==> config.mk <==
export PLATFORM = sky130hd
export DESIGN_NAME = cfep_core
export DESIGN_NICKNAME = d
export VERILOG_FILES = /design/src/cfep_pkg.sv /design/src/cfep_core.sv /design/src/cfep_phase_gen.sv /design/src/cfep_decoder.sv
export SDC_FILE = /design/constraint.sdc
export NUM_CORES = 1
export LEC_CHECK = 0
export BUFFER_PORTS_ARGS = -buffer_cell sky130_fd_sc_hd__buf_2
export CAP_MARGIN = 0
export CORE_UTILIZATION = 40
export CTS_CLUSTER_SIZE = 25
export DETAILED_ROUTE_END_ITERATION = 16
export GPL_ROUTABILITY_DRIVEN = 0
export PLACE_DENSITY = 0.7
export RECOVER_POWER = 25
export SYNTH_ARGS = -nofsm -noshare
export SYNTH_HDL_FRONTEND = slang
export SYNTH_SLANG_ARGS = --single-unit
==> constraint.sdc <==
create_clock -name clk_i -period 3.7 [get_ports clk_i]
set_clock_uncertainty 0.05 [all_clocks]
set_input_delay 0.74 -clock clk_i [delete_from_list [all_inputs] [get_ports clk_i]]
set_output_delay 0.74 -clock clk_i [all_outputs]
set_load 0.02 [all_outputs]
==> src/cfep_pkg.sv <==
// Purpose: shared constants and types for the fetch/execute core
// Assumes: one core clock, four phases make one instruction cycle
// Notes: opcode field values pick the supported instruction subset
package cfep_pkg;
  localparam int PC_W = 21;
  localparam int DA_W = 12;
  localparam int IW   = 16;

  localparam logic [PC_W-1:0] PC_RESET = 21'h000000;
  localparam logic [PC_W-1:0] PC_STEP  = 21'h000002;

  // One-hot phase codes, rotated left once per clock
  localparam logic [3:0] PH_ONE   = 4'h1;
  localparam logic [3:0] PH_TWO   = 4'h2;
  localparam logic [3:0] PH_THREE = 4'h4;
  localparam logic [3:0] PH_FOUR  = 4'h8;

  // Internal file addresses served by the core itself
  localparam logic [DA_W-1:0] ADDR_PC_LOW = 12'hff9;
  localparam logic [DA_W-1:0] ADDR_TPTR_L = 12'hff6;
  localparam logic [DA_W-1:0] ADDR_TPTR_H = 12'hff7;
  localparam logic [DA_W-1:0] ADDR_TPTR_U = 12'hff8;
  localparam logic [DA_W-1:0] ADDR_TLAT   = 12'hff5;

  localparam logic [7:0] ACCESS_SPLIT = 8'h80;
  localparam logic [3:0] GPR_BANK     = 4'h0;
  localparam logic [3:0] SFR_BANK     = 4'hf;
  localparam logic [3:0] SECOND_TAG   = 4'hf;
  localparam logic [1:0] FSEL_COUNT   = 2'h3;

  // Opcode prefixes, compared against the top bits of a word
  localparam logic [5:0]  OPC_ADD_W_FILE  = 6'h09;
  localparam logic [6:0]  OPC_MOVE_W_FILE = 7'h37;
  localparam logic [6:0]  OPC_TEST_SKIP   = 7'h33;
  localparam logic [7:0]  OPC_LOAD_W      = 8'h0e;
  localparam logic [7:0]  OPC_RET_LIT     = 8'h0c;
  localparam logic [4:0]  OPC_BRANCH      = 5'h1a;
  localparam logic [7:0]  OPC_ABS_JUMP    = 8'hef;
  localparam logic [6:0]  OPC_CALL        = 7'h76;
  localparam logic [3:0]  OPC_FILE_MOVE   = 4'hc;
  localparam logic [9:0]  OPC_LOAD_FSEL   = 10'h3b8;
  localparam logic [15:0] OPC_TABLE_RD    = 16'h0008;
  localparam logic [15:0] OPC_TABLE_WR    = 16'h000c;

  typedef enum logic [3:0] {
    OP_NOP, OP_LOAD_W, OP_ADD_W_FILE, OP_MOVE_W_FILE, OP_TEST_SKIP,
    OP_RET_LIT, OP_BRANCH, OP_ABS_JUMP, OP_CALL, OP_FILE_MOVE,
    OP_LOAD_FSEL, OP_TABLE_RD, OP_TABLE_WR, OP_SECOND
  } cfep_op_t;

  typedef struct packed {
    cfep_op_t        op;
    logic [DA_W-1:0] fa;
    logic            to_file;
    logic [7:0]      lit;
  } cfep_dec_t;

  typedef struct packed {
    logic            rd;
    logic            wr;
    logic [DA_W-1:0] addr;
    logic [7:0]      wdata;
  } cfep_dm_req_t;

  typedef struct packed {
    logic            rd;
    logic            wr;
    logic [PC_W-1:0] addr;
    logic [7:0]      wdata;
  } cfep_tbl_req_t;

  // Word address to even byte address
  function automatic logic [PC_W-1:0] word_to_byte(
      input logic [PC_W-2:0] w);
    return {w, 1'b0};
  endfunction
endpackage

==> src/cfep_core.sv <==
// Purpose: four-phase fetch/execute sequencing of an 8-bit core
// Assumes: program and data memories answer within one clock
// Notes: one-level return register; no return stack, no banking
`timescale 1ns/1ps

// Functional notes
// - Clock divided into four phase cycle
// - PC advances phase one, fetch captured phase four
// - Fetch next while current executes, overlapped
// - Instruction register loads phase one, executes after
// - Operand read phase two, write phase four
// - PC-changing instructions flush, take two cycles; two-word jump/call take three
// - Byte addressed memory, words at even address
// - PC steps by two, LSB zero
// - Absolute jump/call word address into PC<20:1>
// - Relative branch offset counts words, doubled
// - Four two-word instructions supported
// - Second word tagged 1111, twelve literal bits
// - Lone second word executes as no-operation
// - Computed jump adds working register to low PC
// - Return with literal loads W, returns
// - Table transfer moves one byte via latch
module cfep_core
  import cfep_pkg::*;
(
  input  wire logic                 clk_i,
  input  wire logic                 arst_n_i,
  input  wire logic                 ce_i,
  input  wire logic [IW-1:0]        pm_data_i,
  input  wire logic [7:0]           dm_rdata_i,
  input  wire logic [7:0]           tbl_rdata_i,
  output logic      [PC_W-1:0]      pm_addr_o,
  output logic      [PC_W-1:0]      pc_o,
  output logic      [3:0]           phase_o,
  output logic      [7:0]           working_register_o,
  output logic      [2:0][DA_W-1:0] file_select_o,
  output cfep_dm_req_t              dm_req_o,
  output cfep_tbl_req_t             tbl_req_o
);
  logic [PC_W-1:0] pc;
  logic [PC_W-1:0] fetch_addr;
  logic [IW-1:0]   fetch_word;
  logic            fetch_valid;
  logic [IW-1:0]   ir;
  logic            ir_valid;
  logic [IW-1:0]   first_word;
  cfep_op_t        pend_op;
  logic            pending;
  logic [7:0]      working_register;
  logic [7:0]      operand;
  logic [PC_W-1:0] ret_addr;
  logic [PC_W-1:0] table_byte_pointer;
  logic [7:0]      table_data_latch;
  logic [2:0][DA_W-1:0] fsel;
  cfep_dm_req_t    dm_req;
  cfep_tbl_req_t   tbl_req;
  logic [3:0]      phase;
  cfep_dec_t       dec;

  cfep_phase_gen u_phase (
    .clk_i    (clk_i),
    .arst_n_i (arst_n_i),
    .ce_i     (ce_i),
    .phase_o  (phase)
  );

  // Qualified phase strobes, all frozen by the clock enable
  wire logic ph1 = ce_i && phase == PH_ONE;
  wire logic ph2 = ce_i && phase == PH_TWO;
  wire logic ph3 = ce_i && phase == PH_THREE;
  wire logic ph4 = ce_i && phase == PH_FOUR;

  // At phase one decode the word about to enter the register
  wire logic [IW-1:0] dec_word = (phase == PH_ONE) ? fetch_word : ir;
  wire logic live = (phase == PH_ONE) ? fetch_valid : ir_valid;

  cfep_decoder u_dec (
    .word_i (dec_word),
    .dec_o  (dec)
  );

  // Two-word pairing: a tagged word only acts right after its first
  wire logic is_second = live && dec.op == OP_SECOND && pending;
  wire logic first_half = live && (dec.op == OP_ABS_JUMP ||
                          dec.op == OP_CALL || dec.op == OP_FILE_MOVE ||
                          dec.op == OP_LOAD_FSEL);
  wire cfep_op_t act = !live ? OP_NOP :
                       is_second ? pend_op :
                       (dec.op == OP_SECOND) ? OP_NOP : dec.op;
  wire logic run_jump  = is_second && (act == OP_ABS_JUMP ||
                                       act == OP_CALL);
  wire logic run_fsel  = is_second && act == OP_LOAD_FSEL;
  wire logic run_fmove = is_second && act == OP_FILE_MOVE;

  // Data memory operand and destination selection
  wire logic need_rd = (act == OP_ADD_W_FILE || act == OP_TEST_SKIP ||
                       (act == OP_FILE_MOVE && !is_second));
  wire logic need_wr = (act == OP_ADD_W_FILE && dec.to_file) ||
                       act == OP_MOVE_W_FILE || run_fmove;
  wire logic [7:0] sum = operand + working_register;
  wire logic [7:0] wval = (act == OP_ADD_W_FILE) ? sum :
                          run_fmove ? operand : working_register;

  // Low PC and table latch files answer reads instead of the data memory
  wire logic [7:0] rd_val =
    (dm_req.addr == ADDR_PC_LOW) ? fetch_addr[7:0] :
    (dm_req.addr == ADDR_TLAT)   ? table_data_latch : dm_rdata_i;

  // Targets; fetch_addr already points past the executing word
  wire logic [PC_W-2:0] abs_word = {ir[11:0], first_word[7:0]};
  wire logic [PC_W-1:0] abs_tgt  = word_to_byte(abs_word);
  wire logic [PC_W-1:0] bra_tgt  = fetch_addr +
    word_to_byte({{9{ir[10]}}, ir[10:0]});
  wire logic pcl_wr = need_wr && dec.fa == ADDR_PC_LOW && !run_fmove;
  // Low PC bit is forced; an odd offset cannot misalign fetches
  wire logic [PC_W-1:0] pcl_tgt =
    {fetch_addr[PC_W-1:8], wval[7:1], 1'b0};
  wire logic skip = act == OP_TEST_SKIP && operand == 8'h00;
  wire logic jump = run_jump || act == OP_BRANCH ||
                    act == OP_RET_LIT || pcl_wr;
  wire logic [PC_W-1:0] next_pc =
    run_jump ? abs_tgt :
    (act == OP_BRANCH) ? bra_tgt :
    (act == OP_RET_LIT) ? ret_addr : pcl_tgt;
  wire logic [1:0] fsel_idx = first_word[5:4];

  // Program counter and fetch stage
  always_ff @(posedge clk_i or negedge arst_n_i) begin
    if (!arst_n_i) begin
      pc          <= PC_RESET;
      fetch_addr  <= PC_RESET;
      fetch_word  <= '0;
      fetch_valid <= 1'b0;
    end else if (ph1) begin
      fetch_addr <= pc;
      pc         <= pc + PC_STEP;
    end else if (ph4) begin
      fetch_word  <= pm_data_i;
      fetch_valid <= !(jump || skip);
      if (jump) begin
        pc <= next_pc;
      end
    end
  end

  // Instruction register and two-word context
  always_ff @(posedge clk_i or negedge arst_n_i) begin
    if (!arst_n_i) begin
      ir         <= '0;
      ir_valid   <= 1'b0;
      first_word <= '0;
      pend_op    <= OP_NOP;
      pending    <= 1'b0;
    end else if (ph1) begin
      ir       <= fetch_word;
      ir_valid <= fetch_valid;
    end else if (ph4) begin
      pending <= first_half && !is_second;
      if (first_half) begin
        first_word <= ir;
        pend_op    <= dec.op;
      end
    end
  end

  // Data memory strobes; read owns phase two, write phase four
  always_ff @(posedge clk_i or negedge arst_n_i) begin
    if (!arst_n_i) begin
      dm_req  <= '0;
      operand <= '0;
    end else if (ph1) begin
      dm_req.rd   <= need_rd;
      dm_req.addr <= dec.fa;
    end else if (ph2) begin
      dm_req.rd <= 1'b0;
      if (dm_req.rd) begin
        operand <= rd_val;
      end
    end else if (ph3) begin
      dm_req.wr    <= need_wr;
      dm_req.addr  <= dec.fa;
      dm_req.wdata <= wval;
    end else if (ph4) begin
      dm_req.wr <= 1'b0;
    end
  end

  // Architectural registers commit at the end of phase four
  always_ff @(posedge clk_i or negedge arst_n_i) begin
    if (!arst_n_i) begin
      working_register <= '0;
      ret_addr         <= PC_RESET;
      fsel             <= '0;
    end else if (ph4) begin
      if (act == OP_LOAD_W || act == OP_RET_LIT) begin
        working_register <= dec.lit;
      end else if (act == OP_ADD_W_FILE && !dec.to_file) begin
        working_register <= sum;
      end
      if (run_jump && act == OP_CALL) begin
        ret_addr <= fetch_addr;
      end
      if (run_fsel && fsel_idx < FSEL_COUNT) begin
        fsel[fsel_idx] <= {first_word[3:0], ir[7:0]};
      end
    end
  end

  // Table transfers: one byte between latch and program memory
  always_ff @(posedge clk_i or negedge arst_n_i) begin
    if (!arst_n_i) begin
      tbl_req            <= '0;
      table_byte_pointer <= PC_RESET;
      table_data_latch   <= '0;
    end else if (ph1) begin
      tbl_req.rd   <= live && dec.op == OP_TABLE_RD;
      tbl_req.addr <= table_byte_pointer;
    end else if (ph2) begin
      tbl_req.rd <= 1'b0;
      if (tbl_req.rd) begin
        table_data_latch <= tbl_rdata_i;
      end
    end else if (ph3) begin
      tbl_req.wr    <= act == OP_TABLE_WR;
      tbl_req.wdata <= table_data_latch;
    end else if (ph4) begin
      tbl_req.wr <= 1'b0;
      if (need_wr && !run_fmove) begin
        case (dec.fa)
          ADDR_TPTR_L: table_byte_pointer[7:0]   <= wval;
          ADDR_TPTR_H: table_byte_pointer[15:8]  <= wval;
          ADDR_TPTR_U: table_byte_pointer[20:16] <= wval[4:0];
          ADDR_TLAT:   table_data_latch          <= wval;
          default:     table_data_latch          <= table_data_latch;
        endcase
      end
    end
  end

  // Outputs come straight from state flops
  assign pm_addr_o          = fetch_addr;
  assign pc_o               = pc;
  assign phase_o            = phase;
  assign working_register_o = working_register;
  assign file_select_o      = fsel;
  assign dm_req_o           = dm_req;
  assign tbl_req_o          = tbl_req;

  a_pc_even_always: assert property (
    @(posedge clk_i) disable iff (!arst_n_i) pc[0] == 1'b0)
    else $error("program counter low bit set");

  a_pc_step_phase: assert property (
    @(posedge clk_i) disable iff (!arst_n_i)
    ph1 |=> pc == $past(pc) + PC_STEP && fetch_addr == $past(pc))
    else $error("program counter did not step at phase one");

  a_ir_load_phase: assert property (
    @(posedge clk_i) disable iff (!arst_n_i)
    ph1 |=> ir == $past(fetch_word) && ir_valid == $past(fetch_valid))
    else $error("instruction register not loaded at phase one");

  a_read_phase_two: assert property (
    @(posedge clk_i) disable iff (!arst_n_i)
    dm_req.rd |-> phase == PH_TWO)
    else $error("operand read outside phase two");

  a_write_phase_four: assert property (
    @(posedge clk_i) disable iff (!arst_n_i)
    dm_req.wr |-> phase == PH_FOUR)
    else $error("destination write outside phase four");

  a_flush_two_cycles: assert property (
    @(posedge clk_i) disable iff (!arst_n_i)
    ph4 && jump |=> !fetch_valid ##1 (!ce_i || !ir_valid))
    else $error("branch did not discard prefetched word");

  a_abs_jump_target: assert property (
    @(posedge clk_i) disable iff (!arst_n_i)
    ph4 && run_jump |=> pc == {$past(ir[11:0]), $past(first_word[7:0]),
                              1'b0})
    else $error("absolute target not placed in PC upper bits");

  a_lone_second_nop: assert property (
    @(posedge clk_i) disable iff (!arst_n_i)
    ph3 && live && dec.op == OP_SECOND && !pending |=>
      !dm_req.wr ##1 pc == $past(pc, 2) || !fetch_valid)
    else $error("standalone second word had an effect");

  a_flushed_slot_quiet: assert property (
    @(posedge clk_i) disable iff (!arst_n_i)
    ph3 && !ir_valid |=> !dm_req.wr && !tbl_req.wr)
    else $error("discarded slot wrote memory");

  a_return_literal: assert property (
    @(posedge clk_i) disable iff (!arst_n_i)
    ph4 && act == OP_RET_LIT |=>
      working_register == $past(dec.lit) && pc == $past(ret_addr))
    else $error("return with literal misbehaved");

  a_fetch_capture: assert property (
    @(posedge clk_i) disable iff (!arst_n_i)
    ph4 |=> fetch_word == $past(pm_data_i))
    else $error("fetch word not captured at phase four");

  a_plain_step: assert property (
    @(posedge clk_i) disable iff (!arst_n_i)
    ph4 && !jump && !skip |=> fetch_valid && pc == $past(pc))
    else $error("straight-line cycle lost its prefetched word");

  a_skip_discard: assert property (
    @(posedge clk_i) disable iff (!arst_n_i)
    ph4 && skip |=> !fetch_valid)
    else $error("skip did not discard the next word");

  a_branch_target: assert property (
    @(posedge clk_i) disable iff (!arst_n_i)
    ph4 && act == OP_BRANCH |=> pc == $past(fetch_addr) +
      {{9{$past(ir[10])}}, $past(ir[10:0]), 1'b0})
    else $error("relative branch offset not counted in words");

  a_pair_pending: assert property (
    @(posedge clk_i) disable iff (!arst_n_i)
    ph4 && first_half |=> pending && pend_op == $past(dec.op))
    else $error("first word of a pair not remembered");

  a_fsel_load: assert property (
    @(posedge clk_i) disable iff (!arst_n_i)
    ph4 && run_fsel && fsel_idx < FSEL_COUNT |=>
      fsel[$past(fsel_idx)] == {$past(first_word[3:0]), $past(ir[7:0])})
    else $error("select pointer not loaded from both words");

  a_low_pc_target: assert property (
    @(posedge clk_i) disable iff (!arst_n_i)
    ph4 && pcl_wr |=> pc[7:0] == {$past(wval[7:1]), 1'b0})
    else $error("computed jump target wrong or odd");

  a_table_rd_phase: assert property (
    @(posedge clk_i) disable iff (!arst_n_i)
    tbl_req.rd |-> phase == PH_TWO)
    else $error("table read outside phase two");

  a_table_wr_phase: assert property (
    @(posedge clk_i) disable iff (!arst_n_i)
    tbl_req.wr |-> phase == PH_FOUR && tbl_req.wdata == table_data_latch)
    else $error("table write outside phase four or not from latch");
endmodule

==> src/cfep_phase_gen.sv <==
// Purpose: four-phase sequencer, one instruction cycle per rotation
// Assumes: clock enable freezes the rotation
// Notes: one-hot code, phase_o names the phase ending at next edge
`timescale 1ns/1ps
module cfep_phase_gen
  import cfep_pkg::*;
(
  input  wire logic       clk_i,
  input  wire logic       arst_n_i,
  input  wire logic       ce_i,
  output logic      [3:0] phase_o
);
  // Rotate one-hot phase; reset starts a fresh cycle at phase one
  always_ff @(posedge clk_i or negedge arst_n_i) begin
    if (!arst_n_i) begin
      phase_o <= PH_ONE;
    end else if (ce_i) begin
      phase_o <= {phase_o[2:0], phase_o[3]};
    end
  end

  a_phase_onehot: assert property (
    @(posedge clk_i) disable iff (!arst_n_i) $onehot(phase_o))
    else $error("phase code not one-hot");

  a_phase_cycle_four: assert property (
    @(posedge clk_i) disable iff (!arst_n_i)
    (ce_i && phase_o == PH_ONE) ##1 ce_i [*3] |=> phase_o == PH_ONE)
    else $error("instruction cycle is not four phases");
endmodule

==> src/cfep_decoder.sv <==
// Purpose: instruction word decode for the supported subset
// Assumes: word is stable while the core samples the result
// Notes: any word with the second-word tag decodes as OP_SECOND
`timescale 1ns/1ps
module cfep_decoder
  import cfep_pkg::*;
(
  input  wire logic [IW-1:0] word_i,
  output cfep_dec_t          dec_o
);
  // Access bank: low half is data RAM, upper half the special files
  function automatic logic [DA_W-1:0] file_addr(input logic bsel,
                                                 input logic [7:0] f);
    return (!bsel && f >= ACCESS_SPLIT) ? {SFR_BANK, f} : {GPR_BANK, f};
  endfunction

  wire logic is_add   = word_i[15:10] == OPC_ADD_W_FILE;
  wire logic is_movwf = word_i[15:9] == OPC_MOVE_W_FILE;
  wire logic is_test  = word_i[15:9] == OPC_TEST_SKIP;
  wire logic is_ldw   = word_i[15:8] == OPC_LOAD_W;
  wire logic is_ret   = word_i[15:8] == OPC_RET_LIT;
  wire logic is_bra   = word_i[15:11] == OPC_BRANCH;
  wire logic is_jmp   = word_i[15:8] == OPC_ABS_JUMP;
  wire logic is_call  = word_i[15:9] == OPC_CALL;
  wire logic is_fmove = word_i[15:12] == OPC_FILE_MOVE;
  wire logic is_fsel  = word_i[15:6] == OPC_LOAD_FSEL;
  wire logic is_scnd  = word_i[15:12] == SECOND_TAG;

  // Priority chain; unknown words execute as no-operation
  wire cfep_op_t op =
    is_scnd  ? OP_SECOND      : is_fmove ? OP_FILE_MOVE :
    is_jmp   ? OP_ABS_JUMP    : is_call  ? OP_CALL      :
    is_fsel  ? OP_LOAD_FSEL   : is_bra   ? OP_BRANCH    :
    is_add   ? OP_ADD_W_FILE  : is_movwf ? OP_MOVE_W_FILE :
    is_test  ? OP_TEST_SKIP   : is_ldw   ? OP_LOAD_W    :
    is_ret   ? OP_RET_LIT     :
    (word_i == OPC_TABLE_RD) ? OP_TABLE_RD :
    (word_i == OPC_TABLE_WR) ? OP_TABLE_WR : OP_NOP;

  // File moves and second words carry a full 12-bit file address
  wire logic full_fa = is_fmove || is_scnd;

  assign dec_o.op      = op;
  assign dec_o.fa      = full_fa ? word_i[11:0]
                                 : file_addr(word_i[8], word_i[7:0]);
  assign dec_o.to_file = word_i[9];
  assign dec_o.lit     = word_i[7:0];
endmodule

==> out/qor.csv <==
metric,value,unit
tightest_slew,2.54,ns
start_util,0.410,
synth_compound_area_frac,0.123,
required,4.08,ns
netlist_area,13500,um^2
cts_tree,done,
finalMaxSlewViolations,100,
synth_ff_type,dfrtp_1,
htree_levels,1,
wl_met2,19900,um
cp.arrival,4.18,ns
cp_common_cell,mux2_4,
drive_gt1_frac,0.356,
track_usage,0.242,
clk_pin_slew_worst_paths,0.07,ns
min_path_type,primary input to register,
max-clock-path-buffers,3,
final_cell_mix,"nand2_1, dfrtp_1, buf_2",
grt_pass1_vias,11600,
fmax,0.263,GHz
critPathLaunchType,register,
holdWs,0.337,ns
dieWidth,185,um
p_leak,8.95,nW
dr_wl_met3,3260,um
grt_max_degree,100,
final_area,17200,um^2
clkSinkCount,248,
antenna_found_initial,1,
vias,11800,
vias_per_cell,5.62,
dr.first_iter.drc_count,994,
async_flop_share,1.00,
path_class,register to register,
core_area,32800,um^2
end_kind,register,
drcViolationCount,0,
synth_top_family_by_area,simple AND/OR/NAND/NOR gates,
yosys.area.top_type,dfrtp_1,
fin_nets,1694,
overflow,0,
synth_simple_gate_area_share,0.180,
synthDistinctLibCells,92,
syn-num-nets,1412,
ioPinCount,178,
area_delta_synth_final,27.5,%
synthTopCellsByArea,"dfrtp_1, mux2_2, nand2_1, mux2i_1, ha_1",
final_common_cell,nand2_1,
first_pass_iters,5,
violations,"max-capacitance violations, max-slew violations, negative setup slack",
grt_pass1_wl,64500,um
synth_area_per_cell,9.98,um^2
fin_crit,3.80,ns
rsz0062_at_grt,yes,
dieHeight,185,um
critPathCapture,table_data_latch[3],
path_cells,or4b_4 > mux2_4 > o32a_1 > a211o_1 > nor2_2 > nand3_2 > buf_12 > mux2i_2 > mux2i_1 > mux2_2 > mux2_4,
synthMuxAreaShare,0.157,
rr_worst_depth,11,
cp_max_fo,9,
slowest_delay,0.57,ns
cts_root_buf,clkbuf_16,
crit_path_start,u_phase.phase_o[0],
synth_edf_count,0,
ys_warn_count,0,
timing.rr.end,table_data_latch[3],
synthCells,1348,
reg2reg_from,u_phase.phase_o[0],
setup_viol,28,
fin_ws,-0.0956,ns
cpMaxStageDelayCell,or4b_4,
wl_met1,18300,um
totalWireLength,42700,um
period_share,1.03,
drv_cap,1,
synth_xor_area_frac,0.0189,
portBuffers,177,
topRoutingLayerUsed,met4,
ys_ff_latch,248,
ys_seq_area_frac,0.461,
dp_hpwl,30600,um
row_count,66,
clock_latency,0.55,ns
diodes,0,
hold_violations,0,
slew_headroom,-0.696,
p_per_area,325,nW/um^2
nFillCells,2916,
yosysTopAreaCellShare,0.459,
detail_route.wl_per_cell,20.4,um
die_area,34400,um^2
dpl_cell_area,15600,um^2
r2r_setup_slack,-0.1,ns
tns,-1.08,ns
synthAdderAreaFrac,0.0281,
status,finished with violations,
cts_made_buffers,27,
drtAntennaViolNets,0,
vdd_drop_max,274,uV
## worst max-delay path: cells and delay by family, from the launching register on
family	cells	cell delay, ns
simple gates	3	0.95
buf+inv	1	0.18
compound gates	2	0.67
mux	5	1.26
flops	1	0.55
## worst min path at each step
stage	startpoint	endpoint	slack [ns]	depth (start not counted)
global placement	table_byte_pointer[11]	tbl_req_o[19]	0.40	2
finish	pm_data_i[7]	fetch_word[7]	0.34	3
detailed placement	table_byte_pointer[11]	tbl_req_o[19]	0.40	2
floorplan	table_byte_pointer[2]	tbl_req_o[10]	0.38	2
global route	pm_data_i[4]	fetch_word[4]	0.33	3
CTS	arst_n_i	file_select_o[12]	0.22	1
## cell usage after synthesis, types with 8 or more instances
library cell and number:
a21o_1 18, o21ai_0 47, ha_1 27, mux2_4 9, inv_1 18, nand2b_1 11, nand2_1 289, and2_1 11
clkbuf_1 38, mux2_2 128, xnor2_1 17, a211oi_1 13, dfrtp_1 247, a211o_1 8, mux2i_1 54, nor3_1 23
nand3_1 23, nor2_1 85, nand4_1 18, buf_2 21, a21oi_1 58, nor4_1 10, xor2_1 12, a31oi_1 12
o211ai_1 8, and3_1 12
## through the flow
step	power, mW	instances	util	setup slack [ns]
floorplan	2.77	1348	-	-0.187
global placement	2.85	2014	0.477	-0.0438
detailed placement	2.86	2014	0.477	-0.0793
CTS	5.62	2067	0.508	0.00120
global route	5.73	2092	0.523	-0.185
finish	5.57	2092	0.523	-0.0956
## cells by family after synthesis
group                    after synthesis
AND/OR/NAND/NOR                      526
flip-flops                           248
AO/OA/AOI/OAI                        236
multiplexers                         191
buffers and inverters                 89
XOR/XNOR                              29
adder cells (fa/ha/maj)               29
## layer usage
metal  GRT usage  vias up
met5           0        -
met4      0.0840        0
met3      0.0464      100
met2       0.388      518
met1       0.324     5794
li1            -     5348
## repair_timing
item,in CTS,in global routing
cloned,1,3
setup endpoints to repair,33,132
hold buffers,0,0
setup buffers,3,22
gates resized for setup,13,76
pin swaps,3,20
## layout make-up
| class | instances | area (um^2) | area share |
|---|---|---|---|
| multi-input cells | 1012 | 7210 | 0.420 |
| flip-flops and latches | 248 | 6210 | 0.362 |
| clock inverters | 11 | 139 | 0.00809 |
| clock buffers | 38 | 767 | 0.0447 |
| repair buffers | 323 | 2210 | 0.129 |
| well taps | 442 | 553 | 0.0322 |
| inverters | 18 | 67.6 | 0.00394 |
## flip-flops by register name, indices dropped and copies added, names as in the netlist
| register | cells |
|---|---|
| file_select_o | 36 |
| tbl_req_o | 31 |
| dm_req_o | 22 |
| pc_o | 21 |
| pm_addr_o | 21 |
| ret_addr | 21 |
| table_byte_pointer | 21 |
| fetch_word | 16 |
| ir | 16 |
| first_word | 8 |
| operand | 8 |
| table_data_latch | 8 |
| working_register_o | 8 |
| pend_op | 4 |
| u_phase.phase_o | 4 |
| fetch_valid | 1 |
| ir_valid | 1 |
| pending | 1 |
## where the power goes
| part | total, mW | internal [mW] | switching [mW] |
|---|---|---|---|
| combinational | 0.0847 | 0.0188 | 0.0658 |
| sequential | 2.71 | 2.71 | 0 |
| clock | 2.77 | 1.65 | 1.12 |
(Power assumes the default switching activity.)
